$ cat config.mk
export PLATFORM = sky130hd
export DESIGN_NAME = hps_port
export DESIGN_NICKNAME = d
export VERILOG_FILES = /design/src/hdl/hps_pkg.sv /design/src/hdl/hps_port.sv /design/src/hdl/hps_sync.sv
export SDC_FILE = /design/constraint.sdc
export NUM_CORES = 1
export LEC_CHECK = 0
export BUFFER_PORTS_ARGS = -buffer_cell sky130_fd_sc_hd__buf_4
export CORE_MARGIN = 10
export CORE_UTILIZATION = 60
export DETAILED_ROUTE_END_ITERATION = 10
export PLACE_DENSITY = 0.83
export SLEW_MARGIN = 40
export SYNTH_ARGS = -nofsm -noshare
export SYNTH_HDL_FRONTEND = slang
export SYNTH_SLANG_ARGS = --single-unit
$ cat constraint.sdc
create_clock -name core_clk_in -period 6 [get_ports core_clk_in]
set_input_delay 1.2 -clock core_clk_in [delete_from_list [all_inputs] [get_ports core_clk_in]]
set_output_delay 1.2 -clock core_clk_in [all_outputs]
set_load 0.05 [all_outputs]
$ cat src/hdl/hps_pkg.sv
// shared constants and types of the host port strobe/ready handshake
// assumes one 100 MHz core clock and an asynchronous host on the pins
package hps_pkg;

  // -----------------------------------------
  // timing
  // -----------------------------------------
  localparam int CLK_PERIOD_NS = 10;
  localparam int STROBE_LOW_MIN_PERIODS = 4;
  localparam real STROBE_LOW_MIN_NS = 12.5;
  localparam int READY_WAIT_MAX_ADD_NS = 8;
  // longest time: round down, at least one cycle
  localparam int READY_WAIT_MAX_NS = STROBE_LOW_MIN_PERIODS * CLK_PERIOD_NS + READY_WAIT_MAX_ADD_NS;
  localparam int READY_WAIT_MAX_CYC = (READY_WAIT_MAX_NS / CLK_PERIOD_NS < 1) ? 1
                                      : READY_WAIT_MAX_NS / CLK_PERIOD_NS;
  localparam int SYNC_STAGES = 3;

  // -----------------------------------------
  // widths and encodings
  // -----------------------------------------
  localparam int DATA_W = 32;
  localparam int HALF_W = 16;
  localparam logic [1:0] ACC_DATA_LATCH_INC = 2'h1;
  localparam logic [1:0] ACC_DATA_LATCH = 2'h3;
  localparam logic [DATA_W-1:0] DATA_RESET = 32'h00000000;

  typedef struct packed {
    logic [1:0] access_type;
    logic read_write;
    logic halfword;
  } hps_sel_t;

  localparam hps_sel_t SEL_RESET = 4'h0;
  localparam int PIN_W = DATA_W + 5 + $bits(hps_sel_t);

  typedef enum {
    HPS_IDLE,
    HPS_FETCH,
    HPS_WR_WAIT,
    HPS_DONE
  } hps_state_t;

endpackage

$ cat src/hdl/hps_port.sv
// device end of the asynchronous host port: strobe decode, ready pacing, data latch path
// assumes host pins are asynchronous; fetch engine and write buffer run on core_clk_in

// Summary of operation
// RULE_01: strobe is xnor of data strobes, or select
// RULE_02: host holds selects around strobe fall
// RULE_03: halfword select counts only in sixteen-bit mode
// RULE_04: latch read fall starts an engine fetch
// RULE_05: ready stays high until fetched data loaded
// RULE_06: write waits with ready high while buffer full
// RULE_07: host holds strobe until ready is low
// RULE_08: address strobe pulses once per strobe period
// RULE_09: strobe low at least four periods, 12.5ns
// RULE_10: strobe high four periods between accesses
// RULE_11: ready high within four periods plus 8ns
// RULE_12: second halfword read served without new fetch
// RULE_13: drive data bus only during read strobe
module hps_port (
  input wire logic core_clk_in,
  input wire logic rst_n_in,
  input wire logic sixteen_bit_host_mode_in,
  input wire logic host_chip_select_n_in,
  input wire logic host_data_strobe_one_in,
  input wire logic host_data_strobe_two_in,
  input wire logic host_addr_strobe_n_in,
  input wire hps_pkg::hps_sel_t host_sel_in,
  input wire logic [hps_pkg::DATA_W-1:0] host_data_bus_in,
  output logic [hps_pkg::DATA_W-1:0] host_data_bus_out,
  output logic host_data_bus_oe_out,
  output logic host_ready_n_out,
  output logic fetch_req_out,
  input wire logic fetch_valid_in,
  input wire logic [hps_pkg::DATA_W-1:0] fetch_data_in,
  input wire logic wr_buf_full_in,
  output logic wr_valid_out,
  output logic [hps_pkg::DATA_W-1:0] wr_data_out
);
  import hps_pkg::*;

  // -----------------------------------------
  // pin synchronisation
  // -----------------------------------------
  logic [PIN_W-1:0] pins_raw;
  logic [PIN_W-1:0] pins_idle;
  logic [PIN_W-1:0] pins_f;
  logic mode16;
  logic cs_n_f;
  logic ds1_f;
  logic ds2_f;
  logic as_n_f;
  hps_sel_t sel_f;
  logic [DATA_W-1:0] data_f;

  assign pins_raw = {sixteen_bit_host_mode_in, host_chip_select_n_in, host_data_strobe_one_in,
                     host_data_strobe_two_in, host_addr_strobe_n_in, host_sel_in, host_data_bus_in};
  assign pins_idle = {1'b0, 1'b1, 1'b0, 1'b0, 1'b1, SEL_RESET, DATA_RESET};

  hps_sync #(.WIDTH(PIN_W)) u_sync (
    .clk_in(core_clk_in),
    .rst_n_in(rst_n_in),
    .pin_in(pins_raw),
    .reset_val_in(pins_idle),
    .filt_out(pins_f)
  );

  assign {mode16, cs_n_f, ds1_f, ds2_f, as_n_f, sel_f, data_f} = pins_f;

  // -----------------------------------------
  // composite strobe and select capture
  // -----------------------------------------
  logic strobe_n;
  logic strobe_n_q;
  logic as_n_q;
  logic strobe_fall;
  logic strobe_rise;
  logic as_seen;
  hps_sel_t sel_as;
  hps_sel_t sel_take;
  hps_sel_t sel_mask;

  assign strobe_n = ~(ds1_f ^ ds2_f) | cs_n_f; // RULE_01
  assign strobe_fall = strobe_n_q & ~strobe_n;
  assign strobe_rise = ~strobe_n_q & strobe_n;

  // halfword is no select in thirty-two-bit mode
  always_comb begin
    sel_mask = as_seen ? sel_as : sel_f;
    sel_take = sel_mask;
    sel_take.halfword = mode16 & sel_mask.halfword; // RULE_03
  end

  always_ff @(posedge core_clk_in or negedge rst_n_in) begin
    if (!rst_n_in) begin
      strobe_n_q <= 1'b1;
      as_n_q <= 1'b1;
    end else begin
      strobe_n_q <= strobe_n;
      as_n_q <= as_n_f;
    end
  end

  // address strobe, when used, latches selects once per strobe period
  always_ff @(posedge core_clk_in or negedge rst_n_in) begin
    if (!rst_n_in) begin
      as_seen <= 1'b0;
      sel_as <= SEL_RESET;
    end else if (as_n_q && !as_n_f && (!as_seen || strobe_rise)) begin // RULE_08
      // a fall meeting a strobe rise belongs to the next period, so it wins
      as_seen <= 1'b1;
      sel_as <= sel_f;
    end else if (strobe_rise) begin
      as_seen <= 1'b0;
    end
  end

  // -----------------------------------------
  // access sequencer
  // -----------------------------------------
  hps_state_t state;
  hps_sel_t sel_cur;
  logic is_latch;
  logic [DATA_W-1:0] word_hold;
  logic [HALF_W-1:0] low_half;

  assign is_latch = (sel_take.access_type == ACC_DATA_LATCH) || (sel_take.access_type == ACC_DATA_LATCH_INC);

  always_ff @(posedge core_clk_in or negedge rst_n_in) begin
    if (!rst_n_in) begin
      state <= HPS_IDLE;
      sel_cur <= SEL_RESET;
    end else begin
      case (state)
        HPS_IDLE: begin
          if (strobe_fall) begin
            sel_cur <= sel_take;
            if (is_latch && sel_take.read_write && !sel_take.halfword) begin
              state <= HPS_FETCH; // RULE_04
            end else if (is_latch && !sel_take.read_write && wr_buf_full_in) begin
              state <= HPS_WR_WAIT; // RULE_06
            end else begin
              state <= HPS_DONE; // RULE_12
            end
          end
        end
        HPS_FETCH: begin
          if (fetch_valid_in) begin
            state <= HPS_DONE; // RULE_05
          end
        end
        HPS_WR_WAIT: begin
          if (!wr_buf_full_in) begin
            state <= HPS_DONE; // RULE_06
          end
        end
        HPS_DONE: begin
          // strobe left early still ends the access
          if (strobe_rise || strobe_n) begin
            state <= HPS_IDLE; // RULE_07
          end
        end
        default: begin
          state <= HPS_IDLE;
        end
      endcase
    end
  end

  // ready is idle high, so a wait needs no extra edge
  always_ff @(posedge core_clk_in or negedge rst_n_in) begin
    if (!rst_n_in) begin
      host_ready_n_out <= 1'b1;
    end else if (strobe_n) begin
      host_ready_n_out <= 1'b1;
    end else if (state == HPS_IDLE && strobe_fall) begin
      host_ready_n_out <= is_latch && (sel_take.read_write ? !sel_take.halfword : wr_buf_full_in); // RULE_11
    end else if (state == HPS_FETCH) begin
      host_ready_n_out <= !fetch_valid_in; // RULE_05
    end else if (state == HPS_WR_WAIT) begin
      host_ready_n_out <= wr_buf_full_in; // RULE_06
    end
  end

  always_ff @(posedge core_clk_in or negedge rst_n_in) begin
    if (!rst_n_in) begin
      fetch_req_out <= 1'b0;
    end else begin
      fetch_req_out <= state == HPS_IDLE && strobe_fall && is_latch && sel_take.read_write
                       && !sel_take.halfword; // RULE_04
    end
  end

  // -----------------------------------------
  // read data path
  // -----------------------------------------
  always_ff @(posedge core_clk_in or negedge rst_n_in) begin
    if (!rst_n_in) begin
      word_hold <= DATA_RESET;
      host_data_bus_out <= DATA_RESET;
    end else if (state == HPS_FETCH && fetch_valid_in) begin
      word_hold <= fetch_data_in;
      host_data_bus_out <= mode16 ? {{HALF_W{1'b0}}, fetch_data_in[HALF_W-1:0]} : fetch_data_in;
    end else if (state == HPS_IDLE && strobe_fall && sel_take.read_write) begin
      // second half comes from the word already held
      host_data_bus_out <= (is_latch && sel_take.halfword)
                           ? {{HALF_W{1'b0}}, word_hold[DATA_W-1:HALF_W]} : DATA_RESET; // RULE_12
    end
  end

  always_ff @(posedge core_clk_in or negedge rst_n_in) begin
    if (!rst_n_in) begin
      host_data_bus_oe_out <= 1'b0;
    end else if (strobe_n) begin
      host_data_bus_oe_out <= 1'b0; // RULE_13
    end else if (state == HPS_IDLE && strobe_fall) begin
      host_data_bus_oe_out <= sel_take.read_write; // RULE_13
    end
  end

  // -----------------------------------------
  // write data path
  // -----------------------------------------
  // host data is only valid near the strobe rise, so it is taken there
  always_ff @(posedge core_clk_in or negedge rst_n_in) begin
    if (!rst_n_in) begin
      wr_valid_out <= 1'b0;
      wr_data_out <= DATA_RESET;
      low_half <= '0;
    end else begin
      wr_valid_out <= 1'b0;
      if (state == HPS_DONE && strobe_rise && !sel_cur.read_write
          && ((sel_cur.access_type == ACC_DATA_LATCH) || (sel_cur.access_type == ACC_DATA_LATCH_INC))) begin
        if (mode16 && !sel_cur.halfword) begin
          low_half <= data_f[HALF_W-1:0];
        end else begin
          wr_valid_out <= 1'b1;
          wr_data_out <= mode16 ? {data_f[HALF_W-1:0], low_half} : data_f;
        end
      end
    end
  end

  // -----------------------------------------
  // checks
  // -----------------------------------------
  a_strobe_cs_gate: assert property (@(posedge core_clk_in) disable iff (!rst_n_in) // RULE_01
    cs_n_f |-> strobe_n) else $error("strobe active without chip select");

  a_desel_no_fetch: assert property (@(posedge core_clk_in) disable iff (!rst_n_in) // RULE_01
    cs_n_f |=> !fetch_req_out) else $error("fetch issued while deselected");

  a_halfword_mode32: assert property (@(posedge core_clk_in) disable iff (!rst_n_in) // RULE_03
    !mode16 |-> !sel_take.halfword) else $error("halfword used in 32-bit mode");

  a_mode32_read_fetch: assert property (@(posedge core_clk_in) disable iff (!rst_n_in) // RULE_03
    (!mode16 && state == HPS_IDLE && strobe_fall && is_latch && sel_take.read_write) |=> fetch_req_out)
    else $error("32-bit latch read did not fetch");

  a_fetch_on_fall: assert property (@(posedge core_clk_in) disable iff (!rst_n_in) // RULE_04
    (state == HPS_IDLE && strobe_fall && is_latch && sel_take.read_write && !sel_take.halfword)
    |=> fetch_req_out && state == HPS_FETCH ##1 !fetch_req_out) else $error("fetch not issued once");

  a_fetch_ready_hi: assert property (@(posedge core_clk_in) disable iff (!rst_n_in) // RULE_05
    (state == HPS_FETCH && !fetch_valid_in) |=> host_ready_n_out) else $error("ready low before data");

  a_fetch_done: assert property (@(posedge core_clk_in) disable iff (!rst_n_in) // RULE_05
    (state == HPS_FETCH && fetch_valid_in && !strobe_n) |=> !host_ready_n_out && host_data_bus_oe_out)
    else $error("fetched data not presented");

  a_wr_full_wait: assert property (@(posedge core_clk_in) disable iff (!rst_n_in) // RULE_06
    (state == HPS_WR_WAIT && wr_buf_full_in) |=> host_ready_n_out && state == HPS_WR_WAIT)
    else $error("write accepted while buffer full");

  a_wait_ready_hi: assert property (@(posedge core_clk_in) disable iff (!rst_n_in) // RULE_11
    strobe_fall |-> host_ready_n_out ##1 (host_ready_n_out || state == HPS_DONE))
    else $error("ready not high at strobe fall");

  a_second_half: assert property (@(posedge core_clk_in) disable iff (!rst_n_in) // RULE_12
    (state == HPS_IDLE && strobe_fall && is_latch && sel_take.read_write && sel_take.halfword)
    |=> !fetch_req_out && host_data_bus_oe_out && !host_ready_n_out
        && host_data_bus_out == {{HALF_W{1'b0}}, $past(word_hold[DATA_W-1:HALF_W])})
    else $error("second half not served at once");

  a_bus_release: assert property (@(posedge core_clk_in) disable iff (!rst_n_in) // RULE_13
    strobe_n |=> !host_data_bus_oe_out) else $error("data bus driven after strobe");

endmodule // hps_port

$ cat src/hdl/hps_sync.sv
// three-stage pin synchroniser with agreement filter
// assumes inputs asynchronous to clk_in; output changes only when stages two and three agree
module hps_sync #(
  parameter int WIDTH = 1
) (
  input wire logic clk_in,
  input wire logic rst_n_in,
  input wire logic [WIDTH-1:0] pin_in,
  input wire logic [WIDTH-1:0] reset_val_in,
  output logic [WIDTH-1:0] filt_out
);
  import hps_pkg::*;

  logic [WIDTH-1:0] stage1;
  logic [WIDTH-1:0] stage2;
  logic [WIDTH-1:0] stage3;
  logic [WIDTH-1:0] held;
  logic [1:0] fill;
  logic seeded;

  // -----------------------------------------
  // per-bit stages
  // -----------------------------------------
  genvar gi;
  generate
    for (gi = 0; gi < WIDTH; gi++) begin : g_bit
      always_ff @(posedge clk_in or negedge rst_n_in) begin
        if (!rst_n_in) begin
          stage1[gi] <= 1'b0;
          stage2[gi] <= 1'b0;
          stage3[gi] <= 1'b0;
        end else begin
          stage1[gi] <= pin_in[gi];
          stage2[gi] <= stage1[gi];
          stage3[gi] <= stage2[gi];
        end
      end
      // combinational so the core sees a change one edge after the stages agree
      // idle level stands in until stage three holds a real sample, so no false edge follows reset
      assign filt_out[gi] = !seeded ? reset_val_in[gi] : (stage2[gi] == stage3[gi]) ? stage3[gi] : held[gi];
    end
  endgenerate

  assign seeded = (fill == 2'(SYNC_STAGES));

  // stages reset to zero, so the idle levels mask them until every stage is filled
  always_ff @(posedge clk_in or negedge rst_n_in) begin
    if (!rst_n_in) begin
      held <= '0;
      fill <= 2'h0;
    end else begin
      held <= filt_out;
      if (!seeded) begin
        fill <= fill + 2'h1;
      end
    end
  end

endmodule // hps_sync

* After elaboration in Yosys (flattened, before gate mapping)
Index checks and enable logic that the tools add are counted.
** Operators by class
- Shift operators :: 0
- Div/mod/pow operators :: 0
- Multipliers :: 0
- Magnitude comparators :: 0
- Equality and inequality tests :: 56
- Bitwise logic cells :: 9
- $add $sub $neg :: 1
- Reductions and logical operators :: 39
- Mux-type cells :: 106
** Operators by type and width (number)
- $mux W32 :: 8
- $pmux W32 S4 :: 1
- $eq A32 B2 Y1 const B :: 3
- $mux W1 :: 94
- $eq A32 B3 Y1 const B :: 2
- $logic_not A32 Y1 :: 2
- $eq A1 B1 Y1 :: 41
- $eq A32 B1 Y1 const B :: 1
- $logic_and A1 B1 Y1 :: 18
- $mux W16 :: 1
- $ne A2 B2 Y1 const B :: 4
- $logic_not A1 Y1 :: 7
- $eq A2 B2 Y1 const B :: 3
- $reduce_and A2 Y1 :: 3
- $reduce_bool A2 Y1 :: 3
- $eq A2 B1 Y1 const B :: 2
- $logic_or A1 B1 Y1 :: 4
- $mux W4 :: 1
- $not A1 Y1 :: 4
- $reduce_and A4 Y1 :: 1
- $reduce_bool A4 Y1 :: 1
- $and A1 B1 Y1 :: 3
- $add A2 B1 Y2 const B :: 1
- $mux W2 :: 1
- other kinds (2) :: 2
** Storage, ports and cells
- Output and inout port bits :: 68
- Memory bits (read-only) :: 0
- Memories kept :: 0
- Bits of input ports :: 77
- Latch bits :: 0
- Logic and storage cells :: 354
- Memory bits (writable) :: 0
- Bits in registers :: 325

* Longest topological paths before layout
Gate-level depths: netlist of the first run.
- Depth in word-level cells :: 12
- Mapped depth :: 8
- Gate-level depth less buffers :: 7

* By module
Synthesis of the first run repeated with hierarchy kept, for this count alone.
** Second synthesis, totals
- Cell total of the unflattened synthesis :: 738
- Area total of the unflattened synthesis :: 10194.8 sq um
** Modules (own cells, without submodules)
- hps_sync :: times used 1, area an instance 5293.8 sq um, sequential area each 4154.0 sq um, cells each 342
- hps_port :: times used 1, area an instance 4901.0 sq um, sequential area each 2781.4 sq um, cells each 396

* Least setup slack after synthesis of the first run
Ideal clock, no wire load.
- Path kind :: flip-flop to flip-flop
- Start :: reg u_sync.stage2[38]
- End :: reg low_half[10]
- Clock period less this slack :: 2.135 ns
- Data arrival time :: 2.011 ns
- Path buffers :: 1
- Path slack :: 3.865 ns
- Data required time :: 5.875 ns
- Cell stages (with the launch flop) :: 7
- Library setup time :: 0.125 ns
- Path through :: dfrtp_1 > maj3_2 > xor2_1 > a21o_1 > nor4_4 > buf_6 > mux2_2
** Between the ends
- Cells in the longest elaborated chain, start to end :: 11
** Ends and longest elaborated chain
- start: declaration :: line hps_sync.sv:15 : logic [WIDTH-1:0] stage2;
- start signal: indexed assignment :: line hps_sync.sv:34 : stage2[gi] <= stage1[gi];
- $eq A1 B1 Y1 :: line hps_sync.sv:40 : assign filt_out[gi] = !seeded ? reset_val_in[gi] : (stage2[gi] == stage3[gi]) ? stage3[gi] : held[gi];
- $mux W1 (2 in series) :: line hps_sync.sv:40
- $xor A1 B1 Y1 :: line hps_port.sv:81 : assign strobe_n = ~(ds1_f ^ ds2_f) | cs_n_f;
- $not A1 Y1 :: line hps_port.sv:81
- $or A1 B1 Y1 :: line hps_port.sv:81
- $and A1 B1 Y1 :: line hps_port.sv:83 : assign strobe_rise = ~strobe_n_q & strobe_n;
- $logic_and A1 B1 Y1 (2 in series) :: line hps_port.sv:230 : if (state == HPS_DONE && strobe_rise && !sel_cur.read_write
- $logic_and A1 B1 Y1 :: line hps_port.sv:231 : && ((sel_cur.access_type == ACC_DATA_LATCH) || (sel_cur.access_type == ACC_DATA_LATCH_INC))) begin
- $reduce_and A2 Y1 (no line)
- end signal: assignment :: line hps_port.sv:233 : low_half <= data_f[HALF_W-1:0];
- end: declaration :: line hps_port.sv:123 : logic [HALF_W-1:0] low_half;
No other way between the ends.
A chain may end at the register's enable or synchronous reset.

* Final worst setup path of the first run
- Start :: reg u_sync.fill[0]
- End :: reg host_data_bus_out[23] (netlist name)
** Between the ends
- Cells in the longest elaborated chain, start to end :: 10
- Elaborated cells on any way between the ends :: 17
- Those cells by class :: eq/ne: 1; mux: 8; bitwise: 5; reduce/logical: 3
** Ends and longest elaborated chain
- start: declaration :: line hps_sync.sv:18 : logic [1:0] fill;
- start signal: assignment :: line hps_sync.sv:54 : fill <= fill + 2'h1;
- $eq A2 B2 Y1 (*) :: line hps_sync.sv:44 : assign seeded = (fill == 2'(SYNC_STAGES));
- $mux W1 :: line hps_sync.sv:40
- $xor A1 B1 Y1 :: line hps_port.sv:81
- $not A1 Y1 :: line hps_port.sv:81
- $or A1 B1 Y1 :: line hps_port.sv:81
- $not A1 Y1 :: line hps_port.sv:82 : assign strobe_fall = strobe_n_q & ~strobe_n;
- $and A1 B1 Y1 :: line hps_port.sv:82
- $logic_and A1 B1 Y1 (2 in series) :: line hps_port.sv:202 : end else if (state == HPS_IDLE && strobe_fall && sel_take.read_write) begin
- $reduce_bool A2 Y1 (no line)
- end signal: assignment :: line hps_port.sv:201 : host_data_bus_out <= mode16 ? {{HALF_W{1'b0}}, fetch_data_in[HALF_W-1:0]} : fetch_data_in;
- end signal: assignment :: line hps_port.sv:204 : host_data_bus_out <= (is_latch && sel_take.halfword)
- end: declaration :: line hps_port.sv:28 : output logic [hps_pkg::DATA_W-1:0] host_data_bus_out,
Mark *: on every way between the ends. The rest lies on a longest branch, timed or not.

==> results of run 1 <==
-- power breakdown --
group | internal [W] | total [W] | switching, W
Clock | 0.00102 | 0.00170 | 0.000672
Combinational | 0.000538 | 0.00168 | 0.00115
Sequential | 0.00222 | 0.00243 | 0.000210
Total | 0.00378 | 0.00581 | 0.00203
-- placed cells by master, fill, tap and decap left out, drive strengths merged, types with 21 or more instances in the layout --
master	n
mux2	22
nand3	34
a21boi	32
clkbuf	35
o21ai	55
buf	152
a31oi	33
nor2	54
nand2	135
a21oi	21
dfrtp	270
-- worst max-delay path by stage --
stage                                        to  slack, ps  cells past startpoint
final                     host_data_bus_out[23]       3420                      6
after global routing      host_data_bus_out[23]       3270                      6
after CTS                 host_data_bus_out[23]       3410                      6
after detailed placement      u_sync.stage2[12]       3370                      2
after global placement         host_ready_n_out       3280                      6
after floorplan                    low_half[10]       3860                      6
-- state kept, by name (all words and copies together) (netlist names), 2 cells and up --
signal	flops
low_half	16
u_sync.stage3	40
word_hold	16
wr_data_out	32
state	2
sel_as	3
u_sync.stage1	40
host_data_bus_out	32
sel_cur	3
u_sync.fill	2
u_sync.held	40
u_sync.stage2	40
-- cell families after synthesis --
kind of cell | count (synthesis) | share of synthesized area [%]
AOI/OAI and AO/OA | 154 | 9.76
buffers and inverters | 42 | 1.93
xor gates and xnor gates | 3 | 0.275
adders and majority gates | 13 | 1.57
muxes | 39 | 4.38
and+or+nand+nor | 240 | 10.5
DFF | 273 | 71.6
-- per-stage QoR --
| step | instances | setup slack, ps |
|---|---|---|
| global placement | 1095 | 3280 |
| floorplan | 764 | 3860 |
| CTS | 1143 | 3410 |
| detailed placement | 1095 | 3370 |
| global route | 1145 | 3270 |
| finish | 1145 | 3420 |
-- routing by layer --
| metal | GRT usage, % | routed length, um | vias up |
|---|---|---|---|
| li1 | - | - | 2892 |
| met1 | 25.4 | 8870 | 3118 |
| met2 | 30.5 | 9880 | 222 |
| met3 | 4.14 | 1400 | 33 |
| met4 | 4.85 | 355 | 0 |
| met5 | 0 | 0 | - |
-- final cells by class --
class                   count  area, um2  share of cell area [%]
clock buffers              35        766                    6.49
inverters                   7       26.3                   0.223
flip-flops and latches    273       6840                    57.9
clock inverters            13        145                    1.23
multi-input cells         449       2550                    21.6
repair buffers            152       1200                    10.2
well taps                 216        270                    2.29
==> results.toml, run 1 <==
[routing]
drcViolationCount = 0
wire_per_inst_um = 17.9
vias_per_cell = 5.47
vias = 6265
routed_wirelength_um = 20500
drtPass1Iterations = 6
drt.antenna.violating_nets = 0
dr.first_iter.drc_count = 417

[floorplan]
io_pins = 145
die_area_um2 = 21400
dieHeight_um = 146
std_cell_rows = 46
die_x_um = 146
design.core.area_um2 = 15700
initial_utilization_pct = 60.8

[worst_setup_path]
crit_family = "simple AND/OR/NAND/NOR gates"
worst_path_arrival_time_ps = 2940
cp_slowest_cell = "sky130_fd_sc_hd__or3_2"
reg2reg_to = "host_data_bus_out[23]"
crit_path_launch_type = "flip-flop"
r2r_start = "u_sync.fill[0]"
timing_worst_setup_path_type = "reg -> reg"
worst_r2r_path_depth = 6
crit_required_ps = 6360
timing.critical_path.fanout_max = 41
timing.critical_path.to_type = "flip-flop"
worstPathCellList = "ha_1 -> buf_4 -> o2111ai_1 -> or3_2 -> nand3_1 -> o21ai_0"
path_buf_inv = 1
max_stage_delay_ps = 800
setup.worst_path.start = "u_sync.fill[0]"
ff2ff_setup_slack_ps = 3420

[yosys]
syn_area_per_cell_um2 = 12.5
synthDistinctLibCells = 40
synth.largest_area_cell = "sky130_fd_sc_hd__dfrtp_1"
synth-edff-count = 0
synth_warnings = 0
post_synth_most_frequent_cells = "sky130_fd_sc_hd__dfrtp_1, sky130_fd_sc_hd__nand2_1, sky130_fd_sc_hd__o21ai_0, sky130_fd_sc_hd__nor2_1, sky130_fd_sc_hd__nand3_1"
yosys_register_bits = 273
yosysMostFrequentCell = "sky130_fd_sc_hd__dfrtp_1"
synthCells = 764
synth.top_cells.by_area = "sky130_fd_sc_hd__dfrtp_1, sky130_fd_sc_hd__nand2_1, sky130_fd_sc_hd__o21ai_0"
synth-async-reset-ratio_pct = 100
nets_in_the_synthesized_netlist = 848
synth_area_um2 = 9550
postSynth.topFlopCell = "sky130_fd_sc_hd__dfrtp_1"
synth_seq_area_share_pct = 71.6
yosys.area.top_type_share_pct = 70.8

[status]
status = "complete, no violations"

[clock_tree]
clock_insertion_delay_worst_skew_ps = 520
cts_tree = "built"
ctsRootBufferMaster = "sky130_fd_sc_hd__clkbuf_16"
clk_transition_reported_paths_ps = 60
cts_buffer_depth = 3
htreeDepth = 1
quantity_of_hold_fixing_buffers_added_after_cts = 0
post_cts_resize_count = 0
cts_setup_buffers = 0
cts_buffers = 26
clkSinkCount = 273

[power]
p_leak_nw = 5.65
powerDensity_nw_per_um2 = 492
worst_ir_drop_vdd_v = 0.000294
post-layout-total-power_w = 0.00581

[timing]
total_setup_violations_reported_at_the_end_of_the_flow = 0
totalNegativeSetupSlack_ps = 0
rsz0062_at_grt = "no"
worst_pin_slew_ps = 756
min_clock_period_post_route_ps = 2580
relSlewSlack_pct = 49.6
timing.final.max_slew_violations = 0
final.setup_skew_ps = 15.6
timing.fmax_ghz = 0.388
timing.hold.ws_ps = 346
finalHoldViolCount = 0
finalCritPeriodShare_pct = 42.9

[placed_design]
placed_cell_area_um2 = 10800
port_buffers = 143
dp_hpwl_um = 12800
gp_congestion = 0.798

[global_route]
grt_pass1_wl_um = 33800
gr-usage-all-layers_pct = 18.8
gr-total-overflow = 0
grt_max_degree = 160
first_global_vias = 6475
grt_antenna_before_repair = 0

[min_path]
whs_path_depth = 0
terminating_pin_of_the_worst_hold_path = "u_sync.stage2[30]"
min-delay-path-class = "reg -> reg"
holdCritStartpoint = "u_sync.stage1[30]"

[cells_and_area]
postLayoutCellArea_um2 = 11800
diodes = 0
post_route_cells_drive_above_1_share_pct = 24.9
final.fill_count = 1005
postLayoutCoreUtil_pct = 75.1
fin_nets = 993
syn_to_final_growth_pct = 23.6

[flow_run]
drv_cap = 0
Note: power is estimated with default switching activity, not from simulation.
==> run 2, diff against run 1 <==
--- a/config.mk
+++ b/config.mk
@@ -5,11 +5,12 @@
 export SDC_FILE = /design/constraint.sdc
 export NUM_CORES = 1
 export LEC_CHECK = 0
+export ABC_AREA = 1
 export BUFFER_PORTS_ARGS = -buffer_cell sky130_fd_sc_hd__buf_4
 export CORE_MARGIN = 10
-export CORE_UTILIZATION = 60
+export CORE_UTILIZATION = 51
 export DETAILED_ROUTE_END_ITERATION = 10
-export PLACE_DENSITY = 0.83
+export PLACE_DENSITY = 0.75
 export SLEW_MARGIN = 40
 export SYNTH_ARGS = -nofsm -noshare
 export SYNTH_HDL_FRONTEND = slang
==> constraint.sdc (replaced) <==
create_clock -name core_clk_in -period 2.14 [get_ports core_clk_in]
set_input_delay 0.428 -clock core_clk_in [delete_from_list [all_inputs] [get_ports core_clk_in]]
set_output_delay 0.428 -clock core_clk_in [all_outputs]
set_load 0.05 [all_outputs]
==> results.toml, run 2 <==
[yosys]
yosysMostFrequentCell = "sky130_fd_sc_hd__dfrtp_1"
synth_warnings = 0
syn_area_per_cell_um2 = 10.7
synthDistinctLibCells = 31
synth-async-reset-ratio_pct = 100
synth-edff-count = 0
nets_in_the_synthesized_netlist = 1005
postSynth.topFlopCell = "sky130_fd_sc_hd__dfrtp_1"
synth_seq_area_share_pct = 69.3
yosys.area.top_type_share_pct = 68.5
yosys_register_bits = 273
post_synth_most_frequent_cells = "sky130_fd_sc_hd__dfrtp_1, sky130_fd_sc_hd__nand2_1, sky130_fd_sc_hd__o21ai_0, sky130_fd_sc_hd__nand3_1, sky130_fd_sc_hd__inv_1"
synth_area_um2 = 9870
synth.largest_area_cell = "sky130_fd_sc_hd__dfrtp_1"
synthCells = 921
synth.top_cells.by_area = "sky130_fd_sc_hd__dfrtp_1, sky130_fd_sc_hd__nand2_1, sky130_fd_sc_hd__o21ai_0"

[floorplan]
initial_utilization_pct = 52.2
std_cell_rows = 50
dieHeight_um = 159
die_area_um2 = 25300
die_x_um = 159
design.core.area_um2 = 18900
io_pins = 145

[clock_tree]
cts_setup_buffers = 0
clock_insertion_delay_worst_skew_ps = 520
ctsRootBufferMaster = "sky130_fd_sc_hd__clkbuf_16"
cts_buffer_depth = 3
cts_buffers = 27
cts_tree = "built"
clkSinkCount = 273
clk_transition_reported_paths_ps = 60
htreeDepth = 1

[worst_setup_path]
timing.critical_path.to_type = "flip-flop"
cp_slowest_cell = "sky130_fd_sc_hd__dfrtp_1"
crit_path_launch_type = "flip-flop"
max_stage_delay_ps = 390
timing_worst_setup_path_type = "reg -> reg"
crit_required_ps = 2550
timing.critical_path.fanout_max = 19
worst_path_arrival_time_ps = 2370
worstPathCellList = "ha_2 -> inv_2 -> nor2_2 -> nand2_1 -> nand2_2 -> nand4_2 -> nor2_4 -> nand2_4 -> buf_4 -> nand3_1 -> nand2_1"
crit_path_frequent_cell = "sky130_fd_sc_hd__nand2_1"

[cells_and_area]
post_route_cells_drive_above_1_share_pct = 21.7
mostFrequentLayoutCells = "sky130_fd_sc_hd__dfrtp_1, sky130_fd_sc_hd__nand2_1, sky130_fd_sc_hd__buf_4"
postLayoutCoreUtil_pct = 66.7
syn_to_final_growth_pct = 27.6
seqCellArea_um2 = 6840
final.fill_count = 1476
postLayoutCellArea_um2 = 12600
fin_nets = 1200
leading_cell_type_in_the_layout_fill_and_taps_excluded = "sky130_fd_sc_hd__dfrtp_1"
diodes = 0
multiInputGateArea_um2 = 2630

[power]
comb_power_share_pct = 29.9
power.share.clock_pct = 28.8
worst_ir_drop_vdd_v = 0.000870
sequentialPowerShare_pct = 41.3
internal_power_w = 0.0104
powerDensity_nw_per_um2 = 1280
power.switching_fraction_pct = 35.5
reported_net_switching_power_w = 0.00574
p_leak_nw = 6.34

[timing]
timing.hold.ws_ps = 22.1
timing.fmax_ghz = 0.509
worst_pin_slew_ps = 497
final.setup_skew_ps = 8.67
final_critical_path_setup_slack_ps = 174
relSlewSlack_pct = 66.9
timing.final.max_slew_violations = 0
rsz0062_at_grt = "no"
finalCritPeriodShare_pct = 91.9
totalNegativeSetupSlack_ps = 0
finalHoldViolCount = 0
min_clock_period_post_route_ps = 1970
total_setup_violations_reported_at_the_end_of_the_flow = 0

[placed_design]
placed_cell_area_um2 = 11300
port_buffers = 143
dp_hpwl_um = 14700
gp_congestion = 0.851
place_ws_ps = -46.3

[min_path]
min-delay-path-class = "in -> reg"

[routing]
dr.first_iter.drc_count = 351
drcViolationCount = 0
wire_per_inst_um = 15.7
vias = 6858
drt.antenna.violating_nets = 0
drtPass1Iterations = 4
routed_wirelength_um = 21900
vias_per_cell = 4.91

[flow_run]
drv_cap = 0

[global_route]
grt_max_degree = 62
gr-total-overflow = 0
first_global_vias = 7169
grt_pass1_wl_um = 36400
gr-usage-all-layers_pct = 17.1
grt_antenna_before_repair = 0

[status]
status = "complete, no violations"
[run 2: per-layer routing]
| layer | global-route usage (%) | vias up | wire length [um] |
|---|---|---|---|
| met2 | 30.2 | 148 | 11200 |
| met4 | 3.88 | 0 | 312 |
| met3 | 3.43 | 26 | 936 |
| met5 | 0 | - | 0 |
| li1 | - | 3373 | - |
| met1 | 21.2 | 3311 | 9500 |
[run 2: metrics by stage]
stage | power [W] | instances
6_report | 0.0161 | 1396
5_1_grt | 0.0170 | 1396
4_1_cts | 0.0163 | 1395
3_5_place_dp | 0.0115 | 1310
3_3_place_gp | 0.0114 | 1310
2_1_floorplan | 0.00988 | 921
[run 2: worst max-delay path: cells and delay by family, from the launching register on]
family	cells	cell delay, ps
adder cells (fa/ha/maj)	1	270
AND/OR/NAND/NOR	8	880
flip-flops	1	390
buffers and inverters	2	290
[run 2: cell type report]
type                    instances  share of cell area (%)
clock inverters                 6                   0.665
clock buffers                  43                    6.32
inverters                      54                    1.61
well taps                     260                    2.58
multi-input cells             557                    20.9
flip-flops and latches        273                    54.3
repair buffers                203                    13.7
[run 2: repair_timing]
item                                    4_1_cts  5_1_grt
gates cloned                                  0        0
hold buffers                                 36        1
endpoints found under the hold margin        85        1
pin swaps                                     0        0
endpoints found under the setup margin        8       70
resized for setup                             1        4
[run 2: cells by family (layout without fill, tap and decap cells)]
group | Yosys count | after routing | synth area share (%)
adder cells (fa/ha/maj) | 7 | 7 | 0.887
AND/OR/NAND/NOR | 389 | 389 | 16.9
AO/OA/AOI/OAI | 160 | 160 | 8.67
flip-flops | 273 | 273 | 69.3
buffers and inverters | 91 | 306 | 4.17
XOR/XNOR | 1 | 1 | 0.0888
[run 2: power groups by stage]
| stage | Sequential (W) | Combinational [W] | Clock [W] |
|---|---|---|---|
| floorplan | 0.00832 | 0.00155 | 0 |
| global placement | 0.00669 | 0.00471 | 0 |
| detailed placement | 0.00674 | 0.00481 | 0 |
| CTS | 0.00666 | 0.00489 | 0.00475 |
| global route | 0.00677 | 0.00526 | 0.00499 |
| finish | 0.00666 | 0.00483 | 0.00465 |
[run 2: final timing paths]
kind                            slack (ps)               endpoint               startpoint  depth (start not counted)
worst min register to register         340       u_sync.stage2[4]         u_sync.stage1[4]                          0
worst max register to register         170  host_data_bus_out[20]           u_sync.fill[0]                         11
min in group asynchronous              440      u_sync.stage2[38]                 rst_n_in                          2
worst min-delay path                    20      u_sync.stage1[38]  host_data_strobe_one_in                          1
max in group asynchronous             1040                 as_n_q                 rst_n_in                          3
worst max-delay path                   170  host_data_bus_out[20]           u_sync.fill[0]                         11
